===== src/mpss_cfg.svh =====
// Timing counts and reset values for the module power-state sequencer
`ifndef MPSS_CFG_SVH
`define MPSS_CFG_SVH
`define MPSS_CLK_HZ        10000000
`define MPSS_XO_SETTLE_MS  5
`define MPSS_XO_SETTLE_CYC ((`MPSS_CLK_HZ / 1000) * `MPSS_XO_SETTLE_MS)
`define MPSS_NUM_PINS      8
`define MPSS_STATE_RST     6'h01
`endif


===== src/mpss_pkg.sv =====
// Types for the module power-state sequencer
package mpss_pkg;
    // One-hot device power states
    typedef enum logic [5:0] {
        MPSS_PWR_DOWN  = 6'h01,
        MPSS_POR       = 6'h02,
        MPSS_DEFAULT   = 6'h04,
        MPSS_DOZE      = 6'h08,
        MPSS_TX        = 6'h10,
        MPSS_RX        = 6'h20
    } mpss_state_t;

    // Host-driven pin levels
    typedef struct packed {
        logic io_supply;
        logic power_enable;
        logic hard_reset_low;
    } mpss_pins_t;

    // Radio activity request from the core
    typedef struct packed {
        logic wlan_tx_state;
        logic wlan_rx_state;
        logic short_range_tx_state;
        logic short_range_rx_state;
    } mpss_radio_t;
endpackage


===== src/mpss_pad_ctrl.sv =====
// Per-pin digital pad control for the power-state sequencer
`timescale 1ns/1ns
module mpss_pad_ctrl #(
    parameter int NUM_PINS = 8
) (
    input  wire logic                mclk_in,
    input  wire logic                nrst_in,
    input  wire logic                core_on_in,
    input  wire logic                pull_en_in,
    input  wire logic                input_en_in,
    input  wire logic                programmed_in,
    input  wire logic [NUM_PINS-1:0] fw_oe_in,
    input  wire logic [NUM_PINS-1:0] fw_pull_in,
    output logic      [NUM_PINS-1:0] pad_oe_out,
    output logic      [NUM_PINS-1:0] pad_ie_out,
    output logic      [NUM_PINS-1:0] pad_pull_out
);
    // Refuse an empty pad bank
    if (NUM_PINS < 1) begin : g_bad_pins
        $error("NUM_PINS must be at least 1");
    end

    genvar i;
    generate
        for (i = 0; i < NUM_PINS; i++) begin : g_pin
            wire logic nxt_oe;
            wire logic nxt_ie;
            wire logic nxt_pull;
            // Firmware owns the pin once programmed; input opposes output
            assign nxt_oe   = core_on_in & programmed_in & fw_oe_in[i];
            assign nxt_ie   = core_on_in & (programmed_in ? ~fw_oe_in[i] : input_en_in);
            assign nxt_pull = core_on_in & (programmed_in ? fw_pull_in[i] : pull_en_in);
            // Registered pad controls, all off in reset
            always_ff @(posedge mclk_in) begin
                if (!nrst_in) begin
                    pad_oe_out[i]   <= 1'b0;
                    pad_ie_out[i]   <= 1'b0;
                    pad_pull_out[i] <= 1'b0;
                end else begin
                    pad_oe_out[i]   <= nxt_oe;
                    pad_ie_out[i]   <= nxt_ie;
                    pad_pull_out[i] <= nxt_pull;
                end
            end
        end
    endgenerate
endmodule


===== src/mpss_sequencer.sv =====
// Power-state sequencer: tracks host pins, gates core power and pad modes
`timescale 1ns/1ns
`include "mpss_cfg.svh"

// Operation
// - Operating only with supply and enable.
// - Power-down: core off, pads fully off.
// - In reset: pulls on, rest off.
// - Out of reset, until firmware takes the pads in doze: inputs, pulls on.
// - Doze keeps core on, no radio.
module mpss_sequencer #(
    parameter int NUM_PINS   = `MPSS_NUM_PINS,
    parameter int SETTLE_CYC = `MPSS_XO_SETTLE_CYC
) (
    input  wire logic                 mclk_in,
    input  wire logic                 nrst_in,
    input  wire mpss_pkg::mpss_pins_t pins_in,
    input  wire mpss_pkg::mpss_radio_t radio_in,
    input  wire logic                 fw_done_in,
    input  wire logic [NUM_PINS-1:0]  fw_oe_in,
    input  wire logic [NUM_PINS-1:0]  fw_pull_in,
    output logic                      core_on_out,
    output logic                      core_rst_out,
    output logic                      xo_stable_out,
    output logic                      seq_error_out,
    output logic [5:0]                state_out,
    output logic [NUM_PINS-1:0]       pad_oe_out,
    output logic [NUM_PINS-1:0]       pad_ie_out,
    output logic [NUM_PINS-1:0]       pad_pull_out
);
    // Counter wide enough to hold the settle count
    localparam int CW = $clog2(SETTLE_CYC + 1);

    // Refuse sizes the counter or the pad bank cannot serve
    if (SETTLE_CYC < 1) begin : g_bad_settle
        $error("SETTLE_CYC must be at least 1");
    end
    if (NUM_PINS < 1) begin : g_bad_pins
        $error("NUM_PINS must be at least 1");
    end

    // State, settle count and firmware ownership
    mpss_pkg::mpss_state_t state_ff;
    mpss_pkg::mpss_state_t nxt_state;
    logic [CW-1:0]         settle_ff;
    logic [CW-1:0]         nxt_settle;
    logic                  programmed_ff;
    logic                  nxt_programmed;
    logic                  nxt_error;

    // Decoded pin conditions
    wire logic powered;
    wire logic in_reset;
    wire logic tx_req;
    wire logic rx_req;
    wire logic settled;
    assign powered  = pins_in.io_supply & pins_in.power_enable;
    assign in_reset = ~pins_in.hard_reset_low;
    // Radio requests merged per direction
    assign tx_req   = radio_in.wlan_tx_state | radio_in.short_range_tx_state;
    assign rx_req   = radio_in.wlan_rx_state | radio_in.short_range_rx_state;
    assign settled  = (settle_ff == CW'(SETTLE_CYC));

    // Current state decodes
    wire logic st_por;
    wire logic st_default;
    assign st_por     = (state_ff == mpss_pkg::MPSS_POR);
    assign st_default = (state_ff == mpss_pkg::MPSS_DEFAULT);

    // Crystal settle counter runs while core powered
    // Saturates at the settle count, so a long hold in reset cannot wrap it
    assign nxt_settle = !powered ? '0 : (settled ? settle_ff : settle_ff + CW'(1));

    wire logic err_no_supply;
    wire logic err_split_fall;
    wire logic err_early_release;
    // Enable high while the I/O supply is absent
    assign err_no_supply     = pins_in.power_enable & ~pins_in.io_supply;
    // Enable dropped alone while reset stays released
    assign err_split_fall    = ~pins_in.power_enable & pins_in.hard_reset_low
                             & pins_in.io_supply;
    // Reset released before the crystal has settled
    assign err_early_release = pins_in.hard_reset_low & pins_in.power_enable
                             & ~settled & st_por;
    assign nxt_error = seq_error_out | err_no_supply | err_split_fall | err_early_release;

    // Firmware takes the pads only on the step from default into doze
    // Any reset or power loss hands them back to the fixed pad modes
    assign nxt_programmed = powered & ~in_reset
                          & (programmed_ff | (fw_done_in & st_default));

    // State selection
    // Power loss wins over reset, reset over firmware and radio
    always_comb begin
        nxt_state = state_ff;
        unique case (state_ff)
            mpss_pkg::MPSS_PWR_DOWN: begin
                if (powered) nxt_state = mpss_pkg::MPSS_POR;
            end
            mpss_pkg::MPSS_POR: begin
                if (!powered) nxt_state = mpss_pkg::MPSS_PWR_DOWN;
                else if (!in_reset) nxt_state = mpss_pkg::MPSS_DEFAULT;
            end
            mpss_pkg::MPSS_DEFAULT: begin
                // Firmware done moves on to doze
                if (!powered) nxt_state = mpss_pkg::MPSS_PWR_DOWN;
                else if (in_reset) nxt_state = mpss_pkg::MPSS_POR;
                else if (fw_done_in) nxt_state = mpss_pkg::MPSS_DOZE;
            end
            mpss_pkg::MPSS_DOZE, mpss_pkg::MPSS_TX, mpss_pkg::MPSS_RX: begin
                // doze when no radio activity
                // Transmit wins over receive when both ask
                if (!powered) nxt_state = mpss_pkg::MPSS_PWR_DOWN;
                else if (in_reset) nxt_state = mpss_pkg::MPSS_POR;
                else if (tx_req) nxt_state = mpss_pkg::MPSS_TX;
                else if (rx_req) nxt_state = mpss_pkg::MPSS_RX;
                else nxt_state = mpss_pkg::MPSS_DOZE;
            end
            // Illegal code falls back to power-down
            default: nxt_state = mpss_pkg::MPSS_PWR_DOWN;
        endcase
    end

    // State and counters
    always_ff @(posedge mclk_in) begin
        if (!nrst_in) begin
            state_ff      <= mpss_pkg::mpss_state_t'(`MPSS_STATE_RST);
            settle_ff     <= '0;
            programmed_ff <= 1'b0;
        end else begin
            state_ff      <= nxt_state;
            settle_ff     <= nxt_settle;
            programmed_ff <= nxt_programmed;
        end
    end

    // Next-state decodes feeding the registered outputs
    wire logic nxt_down;
    wire logic nxt_por;
    wire logic nxt_core_on;
    wire logic nxt_core_rst;
    wire logic nxt_xo_stable;
    assign nxt_down      = (nxt_state == mpss_pkg::MPSS_PWR_DOWN);
    assign nxt_por       = (nxt_state == mpss_pkg::MPSS_POR);
    // core converter on in every powered state
    assign nxt_core_on   = ~nxt_down;
    // Core stays in reset until the host releases it
    assign nxt_core_rst  = nxt_down | nxt_por;
    // Settle flag as the counter lands on its final count
    assign nxt_xo_stable = (nxt_settle == CW'(SETTLE_CYC));

    // Core power and reset controls
    always_ff @(posedge mclk_in) begin
        if (!nrst_in) begin
            core_on_out  <= 1'b0;
            core_rst_out <= 1'b1;
        end else begin
            core_on_out  <= nxt_core_on;
            core_rst_out <= nxt_core_rst;
        end
    end

    // Crystal status and sticky ordering fault
    always_ff @(posedge mclk_in) begin
        if (!nrst_in) begin
            xo_stable_out <= 1'b0;
            seq_error_out <= 1'b0;
        end else begin
            xo_stable_out <= nxt_xo_stable;
            seq_error_out <= nxt_error;
        end
    end

    // Visible state code, same edge as the pad controls
    always_ff @(posedge mclk_in) begin
        if (!nrst_in) begin
            state_out <= `MPSS_STATE_RST;
        end else begin
            state_out <= nxt_state;
        end
    end

    wire logic pad_core_on;
    wire logic pad_input_en;
    wire logic pad_pull_en;
    // pads fully off while the core is down
    assign pad_core_on  = nxt_core_on;
    // pulls on from power-on reset onward
    assign pad_pull_en  = pad_core_on;
    // input buffers on once out of reset
    assign pad_input_en = ~nxt_por;

    // Per-pin pad registers; ownership passes to firmware with the state
    // Firmware-owned modes are chosen per pin inside the pad bank
    mpss_pad_ctrl #(
        .NUM_PINS (NUM_PINS)
    ) i_mpss_pad_ctrl (
        .mclk_in       (mclk_in),
        .nrst_in       (nrst_in),
        .core_on_in    (pad_core_on),
        .pull_en_in    (pad_pull_en),
        .input_en_in   (pad_input_en),
        .programmed_in (nxt_programmed),
        .fw_oe_in      (fw_oe_in),
        .fw_pull_in    (fw_pull_in),
        .pad_oe_out    (pad_oe_out),
        .pad_ie_out    (pad_ie_out),
        .pad_pull_out  (pad_pull_out)
    );
endmodule


===== config.mk =====
export PLATFORM = sky130hd
export DESIGN_NAME = mpss_sequencer
export DESIGN_NICKNAME = d
export VERILOG_FILES = /design/src/mpss_pkg.sv /design/src/mpss_pad_ctrl.sv /design/src/mpss_sequencer.sv
export VERILOG_INCLUDE_DIRS = /design/src
export SDC_FILE = /design/constraint.sdc
export NUM_CORES = 1
export LEC_CHECK = 0
export ABC_CLOCK_PERIOD_IN_PS = 4400
export BUFFER_PORTS_ARGS = -buffer_cell sky130_fd_sc_hd__clkbuf_2
export CAP_MARGIN = 20
export CORE_MARGIN = 4
export CORE_UTILIZATION = 55
export DETAILED_ROUTE_END_ITERATION = 8
export HOLD_SLACK_MARGIN = 0.06
export PLACE_DENSITY_LB_ADDON = 0.08
export SYNTH_ARGS = -nofsm -noshare
export SYNTH_HDL_FRONTEND = slang
export SYNTH_HIERARCHICAL = 1
export SYNTH_SLANG_ARGS = --single-unit
export TNS_END_PERCENT = 100

===== constraint.sdc =====
create_clock -name mclk_in -period 4.4 [get_ports mclk_in]
set_input_delay 0.66 -clock mclk_in [delete_from_list [all_inputs] [get_ports mclk_in]]
set_output_delay 0.66 -clock mclk_in [all_outputs]
set_load 0.05 [all_outputs]

Yosys cells after proc, flatten, opt, wreduce, memory -nomap -nowiden --
Cells that the tools add are included.
Storage, ports and cells: word-level logic and storage cells 127, input bits 26, bits in registers 51
Operators by class: muxes and demuxes 29, add/sub/neg operators 1, bitwise gates (word level) 55, equal/unequal tests 10, reduce and logical (&&, ||, !) cells 1
Operators by type and width (number):
- two-way mux 6 bit | 10
- bitwise AND 1 bit | 35
- == test 16 bit, second input constant | 2
- two-way mux 16 bit | 2
- case mux 6 bit (4 select lines) | 1
- adder 16 x 1 -> 16 bit, second input constant | 1
- two-way mux 1 bit | 16
- NOT 1 bit | 13
- == test 6 x 1 -> 1 bit, second input constant | 2
- == test 6 x 2 -> 1 bit, second input constant | 2
- bitwise OR 1 bit | 7
- == test 6 x 3 -> 1 bit, second input constant | 1
- == test 6 x 4 -> 1 bit, second input constant | 1
- == test 6 x 5 -> 1 bit, second input constant | 1
- == test 6 bit, second input constant | 1
- OR reduction 3 bit | 1

Depth between registers and ports, before layout --
Gate-level depths: netlist of run 1.
depth in word-level cells 10, gate-level depth with buffers 9

By module --
The synthesis of run 1 kept the hierarchy.
Modules (own cells, without submodules):
- mpss_sequencer | instances 1, sequential area each 540.5 um^2, area an instance 1391.3 um^2, cells an instance 169
- mpss_pad_ctrl | instances 1, sequential area each 480.5 um^2, area an instance 757.0 um^2, cells an instance 66

Worst setup path before layout of run 1 --
No wires, ideal clock.
kind register to register, from reg, netlist name state_out[2], to reg i_mpss_pad_ctrl.pad_ie_out[1], clock period less this slack 2.258 ns, arrival 2.128 ns, required time 4.270 ns, cell stages (with the launch flop) 9, path buffers 1, setup slack 2.142 ns, cell sequence dfxtp_1 > clkbuf_1 > or3b_2 > a21oi_1 > o21ai_0 > a21oi_1 > inv_1 > o211ai_2 > a21oi_1
RTL lines:
- end signal: indexed assignment | RTL line mpss_pad_ctrl.sv:41 | pad_ie_out[i] <= nxt_ie;
- end: declaration | RTL line mpss_pad_ctrl.sv:15 | output logic [NUM_PINS-1:0] pad_ie_out,

Worst setup path after layout of run 1 --
from reg settle_ff[0], to reg xo_stable_out
Between the ends: word-level cells in the longest chain between the ends 4, elaborated cells between the ends (all ways) 5
Ends and longest elaborated chain:
- start: declaration | RTL line mpss_sequencer.sv:45 | logic [CW-1:0] settle_ff;
- start signal: assignment | RTL line mpss_sequencer.sv:132 | settle_ff <= nxt_settle;
- adder 16 x 1 -> 16 bit / == test 16 bit (equally long branches) | RTL line mpss_sequencer.sv:72, mpss_sequencer.sv:62
- two-way mux 16 bit * (2 in series) | RTL line mpss_sequencer.sv:72 | assign nxt_settle = !powered ? '0 : (settled ? settle_ff : settle_ff + CW'(1));
- == test 16 bit * | RTL line mpss_sequencer.sv:150 | assign nxt_xo_stable = (nxt_settle == CW'(SETTLE_CYC));
- end signal: assignment | RTL line mpss_sequencer.sv:169 | xo_stable_out <= nxt_xo_stable;
- end: declaration | RTL line mpss_sequencer.sv:24 | output logic xo_stable_out,
Mark *: on every way between the ends. The rest lies on a longest branch, timed or not. A chain may end at the register's enable or synchronous reset.

==> reports/metrics.csv, run 1 <==
stage,metric,value,unit
synth,most area-hungry cell type in the Yosys netlist,dfxtp_1,
placed_design,I/O Buffers,59,
placed_design,post-DP HPWL,3.26,mm
global_routing,number of global-route vias before repair,1642,
clock_network,setup bufs post-CTS,0,
synth,synth unique cells,42,
route,WL/cell,13.1,µm
sta,RSZ-0062 raised after global routing,no,
route,Post-Route M1 WL,1.97,mm
clock_network,# H-tree levels,2,
global_routing,largest net degree at the start of global routing,28,
clock_network,"Reg clk slew, reported paths",0.09,ns
floorplanning,Core Area,0.00372,mm²
clock_network,Hold Buf Count CTS,0,
sta,final worst slack,2.11,ns
floorplanning,Die Wd,70.5,µm
floorplanning,Core Rows,22,
worst_setup_path,CP Launch Type,flip-flop,
global_routing,Tot GR Track Use,17.7,%
clock_network,post-cts repair resize count,0,
sta,Post-Route Setup TNS,0,ns
synth,ys flop type,dfxtp_1,
synth,Post-synth EDFFs,0,
route,final wirelength,4.44,mm
route,Antenna Nets Post-Route,0,
worst_setup_path,Crit Path Max Fanout,10,
placed_design,Placer Congestion,0.817,
sta,relative slew slack,54.1,%
route,DRC viols,0,
power,Pwr Total,0.000875,W
synth,Mapped Avg Cell Area,9.14,µm²
route,WL met2,2.15,mm
min_path,hold crit path type,reg2reg,
synth,"Cell Area, Synth",0.00215,mm²
floorplanning,die area,0.00497,mm²
clock_network,CTS max path bufs,2,
global_routing,grt total ovfl,0,
synth,Synth warnings,6,
status,outcome,finished clean,
route,first-pass iteration count of the detailed router,4,
synth,Synth top cells by count,"dfxtp_1 (51), a21oi_1 (24), nor2_1 (21)",
worst_setup_path,Worst setup EP type,flip-flop,
route,Top Layer Used,met4,
floorplanning,chip height,70.5,µm
sta,# setup viols final,0,
worst_setup_path,critical path type,reg2reg,
run,Max Cap Viol,0,
global_routing,number of antenna violations at the first check in global routing,0,
layout,post-route cell area,0.00256,mm²
route,via count,1813,
placed_design,Place WS,2.08,ns
synth,synthesis-stage register bit count,51,
sta,final setup skew,0.00296,ns
synth,most common cell in the netlist,dfxtp_1,
synth,post-synthesis sequential area ratio,47.5,%
layout,Reg area,0.00102,mm²
synth,Synth top area share,47.5,%
worst_setup_path,Required @ worst endpoint,4.62,ns
clock_network,clk_lat worst skew,0.30,ns
synth,Syn Nets,263,
sta,Slew Limit Fails,0,
layout,"Net count, final",318,
power,Cell Pwr Density,341,mW/mm²
clock_network,Root Buffer,clkbuf_8,
route,met3 WL,274,µm
sta,Final period util,52.0,%
sta,crit path time final,2.29,ns
floorplanning,Initial Util,57.8,%
route,routed vias/inst,5.35,
synth,Synth Instances,235,
route,initial DRC count,148,
placed_design,dpl cell area,0.00244,mm²
layout,Multi-input gate area,0.00104,mm²
layout,Area Overhead vs Synth,19.4,%
sta,Least-Margin Pin Slew,0.687,ns
layout,filler instances,290,
synth,asr flop ratio synth,0,%
power,Peak supply drop,0.000240,V
clock_network,TritonCTS Sinks,51,
power,leakage,1.05,nW
worst_setup_path,arrival time at the worst endpoint,2.51,ns
floorplanning,# IOs,60,
global_routing,global-route wire length before repair,7.25,mm
synth,top post-synthesis cells by area,"dfxtp_1 (48%), a21oi_1 (5.6%), xor2_1 (4.5%)",
clock_network,CTS Buf Count,5,
layout,antenna fix cells,0,
sta,Max Fclk,0.437,GHz
clock_network,TritonCTS clock tree,done,
sta,final hold viol count,0,
layout,share of cells above drive strength 1,30.6,%
-- layer usage --
layer	GRT usage, %	vias up
met1	22.1	834
met5	0	-
met3	5.47	4
met2	28.6	44
met4	7.02	0
li1	-	931
-- critical path, cell delays in order, from the launching register on --
cell	delay (ns)
dfxtp_1	0.50
ha_1	0.26
nand3_1	0.25
or3b_2	0.51
a211oi_1	0.24
o221ai_1	0.18
nor4_2	0.27
-- power by group --
part	switching, W	leakage, nW	internal [W]
clock	0.000150	0.0618	0.000187
sequential	0.00000473	0.413	0.000468
combinational	0.0000457	0.580	0.0000203
-- through the flow --
| stage | util (%) | std cells | hold WS [ns] |
|---|---|---|---|
| after floorplan | - | 235 | 0.439 |
| after detailed placement | 65.8 | 331 | 0.490 |
| after global placement | 65.8 | 331 | 0.463 |
| final | 69.0 | 339 | 0.505 |
| after global routing | 69.0 | 339 | 0.526 |
| after CTS | 69.0 | 339 | 0.516 |
-- cell families (layout without fill, tap and decap cells) --
logic type      Yosys count  count (layout)  share of synthesized area (%)
flops                    51              51                           47.5
fa+ha+maj                 2               2                           1.16
xor+xnor                 14              14                           5.71
buf+inv                  17              73                           4.25
mux                       1               1                          0.466
compound gates           45              45                           13.0
simple gates            105             105                           27.9
-- worst paths after layout --
check	from	to	slack (ns)	depth (start not counted)
hold / removal	seq_error_out	seq_error_out	0.50	1
setup reg to reg	settle_ff[0]	xo_stable_out	2.11	6
hold reg to reg	seq_error_out	seq_error_out	0.50	1
setup / recovery	settle_ff[0]	xo_stable_out	2.11	6
-- final cells by class --
| type | count | area share (%) |
|---|---|---|
| clock buffer | 6 | 3.22 |
| clock inverter | 2 | 1.51 |
| inverter | 5 | 0.732 |
| multi-input combinational | 167 | 40.6 |
| sequential | 51 | 39.8 |
| tap | 48 | 2.34 |
| timing repair buffer | 60 | 11.8 |
-- registers in the layout, indices dropped and copies added, names as in the netlist --
signal and count:
xo_stable_out 1, i_mpss_pad_ctrl/pad_pull_out 8, programmed_ff 1, core_on_out 1, i_mpss_pad_ctrl/pad_ie_out 8, settle_ff 16
core_rst_out 1, state_out 6, seq_error_out 1, i_mpss_pad_ctrl/pad_oe_out 8
-- layout by cell type (no fill, tap or decap), types with 2 or more instances in the layout --
master     n
or4b_1     2
ha_1       2
a21oi_1   24
clkbuf_2  59
or3_1      3
nor3_1     7
and2_1     2
clkbuf_8   6
nand4_1    6
a21oi_2    8
o211ai_1   2
nor4b_1    4
inv_1      5
xor2_1    11
nor2b_1    3
nand2b_1   5
or2_2      3
o21ai_0    6
or3b_2     3
nand3_1    7
nor2_1    21
and3_1     9
nand2_1   19
dfxtp_1   51
and4_1     3
xnor2_1    3
Note: power is estimated with default switching activity, not from simulation.
==> run 2: changes to the inputs <==
- ABC_CLOCK_PERIOD_IN_PS: 4400 -> 2250
- CORE_UTILIZATION: 55 -> 51
- clock period: 4.4 -> 2.25 ns (I/O delays scaled with it)
==> reports/metrics.csv, run 2 (synthesis results as in run 1) <==
stage,metric,value,unit
status,outcome,finished clean,
global_routing,grt total ovfl,0,
placed_design,post-DP HPWL,3.36,mm
power,Peak supply drop,0.000429,V
floorplanning,Die Wd,72.9,µm
sta,Least-Margin Pin Slew,0.485,ns
layout,filler instances,376,
min_path,worst hold stages,2,
route,WL/cell,13.2,µm
layout,"Net count, final",324,
layout,antenna fix cells,0,
worst_setup_path,slack of the worst reg-to-reg path,0.16,ns
route,DRC viols,0,
power,leakage,1.07,nW
route,Antenna Nets Post-Route,0,
worst_setup_path,Crit Path Max Fanout,6,
floorplanning,die area,0.00531,mm²
global_routing,number of antenna violations at the first check in global routing,0,
worst_setup_path,Worst setup EP type,flip-flop,
layout,"commonest non-fill, non-tap cell in the layout",clkbuf_2,
clock_network,# H-tree levels,2,
placed_design,I/O Buffers,59,
layout,largest register by flop count,settle_ff,
clock_network,"Reg clk slew, reported paths",0.10,ns
sta,# setup viols final,0,
global_routing,Tot GR Track Use,17.8,%
placed_design,Placer Congestion,0.819,
run,Max Cap Viol,0,
worst_setup_path,R2R Path End,xo_stable_out,
floorplanning,Core Area,0.00403,mm²
sta,Slew Limit Fails,0,
placed_design,dpl cells,339,
sta,Max Fclk,0.478,GHz
global_routing,number of global-route vias before repair,1706,
route,first-pass iteration count of the detailed router,4,
layout,share of cells above drive strength 1,32.3,%
floorplanning,Core Rows,23,
layout,Multi-input gate area,0.00104,mm²
route,via count,1861,
worst_setup_path,r2r startpoint,settle_ff[1],
sta,Post-Route Setup TNS,0,ns
worst_setup_path,CP Launch Type,flip-flop,
sta,final setup skew,0.0112,ns
clock_network,clk_lat worst skew,0.30,ns
clock_network,setup bufs post-CTS,0,
global_routing,largest net degree at the start of global routing,28,
layout,Area Overhead vs Synth,21.2,%
clock_network,CTS max path bufs,2,
sta,crit path time final,2.09,ns
route,final wirelength,4.59,mm
floorplanning,# IOs,60,
sta,RSZ-0062 raised after global routing,no,
sta,final hold viol count,0,
worst_setup_path,arrival time at the worst endpoint,2.31,ns
worst_setup_path,Required @ worst endpoint,2.47,ns
layout,Reg area,0.00102,mm²
clock_network,TritonCTS Sinks,51,
clock_network,CTS Buf Count,5,
clock_network,TritonCTS clock tree,done,
floorplanning,chip height,72.9,µm
floorplanning,Initial Util,53.3,%
clock_network,Root Buffer,clkbuf_8,
min_path,hold crit path type,in2reg,
clock_network,post-cts repair resize count,0,
worst_setup_path,Worst Reg2Reg Path Length in Cells,6,
sta,relative slew slack,67.7,%
global_routing,global-route wire length before repair,7.45,mm
route,routed vias/inst,5.36,
worst_setup_path,critical path type,reg2reg,
min_path,hold worst-path end,i_mpss_pad_ctrl/pad_ie_out[7],
min_path,hold path startpoint,fw_oe_in[7],
route,initial DRC count,80,
layout,max reg flops,16,
power,Cell Pwr Density,618,mW/mm²
sta,Final period util,93.0,%
layout,most frequent cells in the layout,"clkbuf_2 (59), dfxtp_1 (50), a21oi_1 (24)",
layout,fin cells,347,
-- run 2: metrics by stage --
step	utilization, %	instance area [µm²]	setup slack [ns]	power (W)	hold slack [ns]
after floorplan	-	2150	0.0213	0.00103	0.429
after global placement	62.2	2500	0.158	0.00108	0.473
after detailed placement	62.2	2500	0.0872	0.00108	0.480
after CTS	64.6	2600	0.0822	0.00163	0.198
after global routing	64.6	2600	0.0641	0.00168	0.197
final	64.6	2600	0.158	0.00161	0.209
-- run 2: layer usage --
metal / GRT usage, % / wire (µm) / vias up
met5: 0 / 0 / -
met4: 5.53 / 54 / 0
met3: 5.65 / 251 / 6
met2: 30.0 / 2260 / 49
met1: 21.5 / 2020 / 867
li1: - / - / 939
-- run 2: area by class of cell --
type / count / area share, %
multi-input cells: 167 / 40.0
clock buffers: 6 / 3.17
flip-flops and latches: 51 / 39.3
clock inverters: 2 / 0.625
repair buffers: 66 / 13.8
well taps: 50 / 2.40
inverters: 5 / 0.721
-- run 2: worst max-delay path, stage by stage (launching register included) --
cell      delay, ns
dfxtp_1        0.43
ha_1           0.26
nand3_1        0.13
or3b_2         0.46
a211oi_1       0.25
o221ai_1       0.21
nor4_2         0.28
-- run 2: power by group --
group / internal (W) / switching (W) / leakage (nW)
registers: 0.000915 / 0.00000850 / 0.413
logic: 0.0000413 / 0.0000905 / 0.610
clock network: 0.000251 / 0.000301 / 0.0474
total: 0.00121 / 0.000400 / 1.07
-- run 2: worst max path at each step --
stage | startpoint | depth (start not counted) | to | slack (ns)
2_1_floorplan | settle_ff[0] | 9 | seq_error_out | 0.02
3_3_place_gp | settle_ff[1] | 7 | seq_error_out | 0.16
3_5_place_dp | settle_ff[1] | 7 | seq_error_out | 0.09
4_1_cts | settle_ff[1] | 7 | seq_error_out | 0.08
5_1_grt | settle_ff[1] | 6 | xo_stable_out | 0.06
6_report | settle_ff[1] | 6 | xo_stable_out | 0.16
-- run 2: timing repair --
| item | CTS | global route |
|---|---|---|
| hold buffers | 0 | 0 |
| endpoints found under the setup margin | 0 | 1 |
| hold endpoints to repair | 0 | 0 |
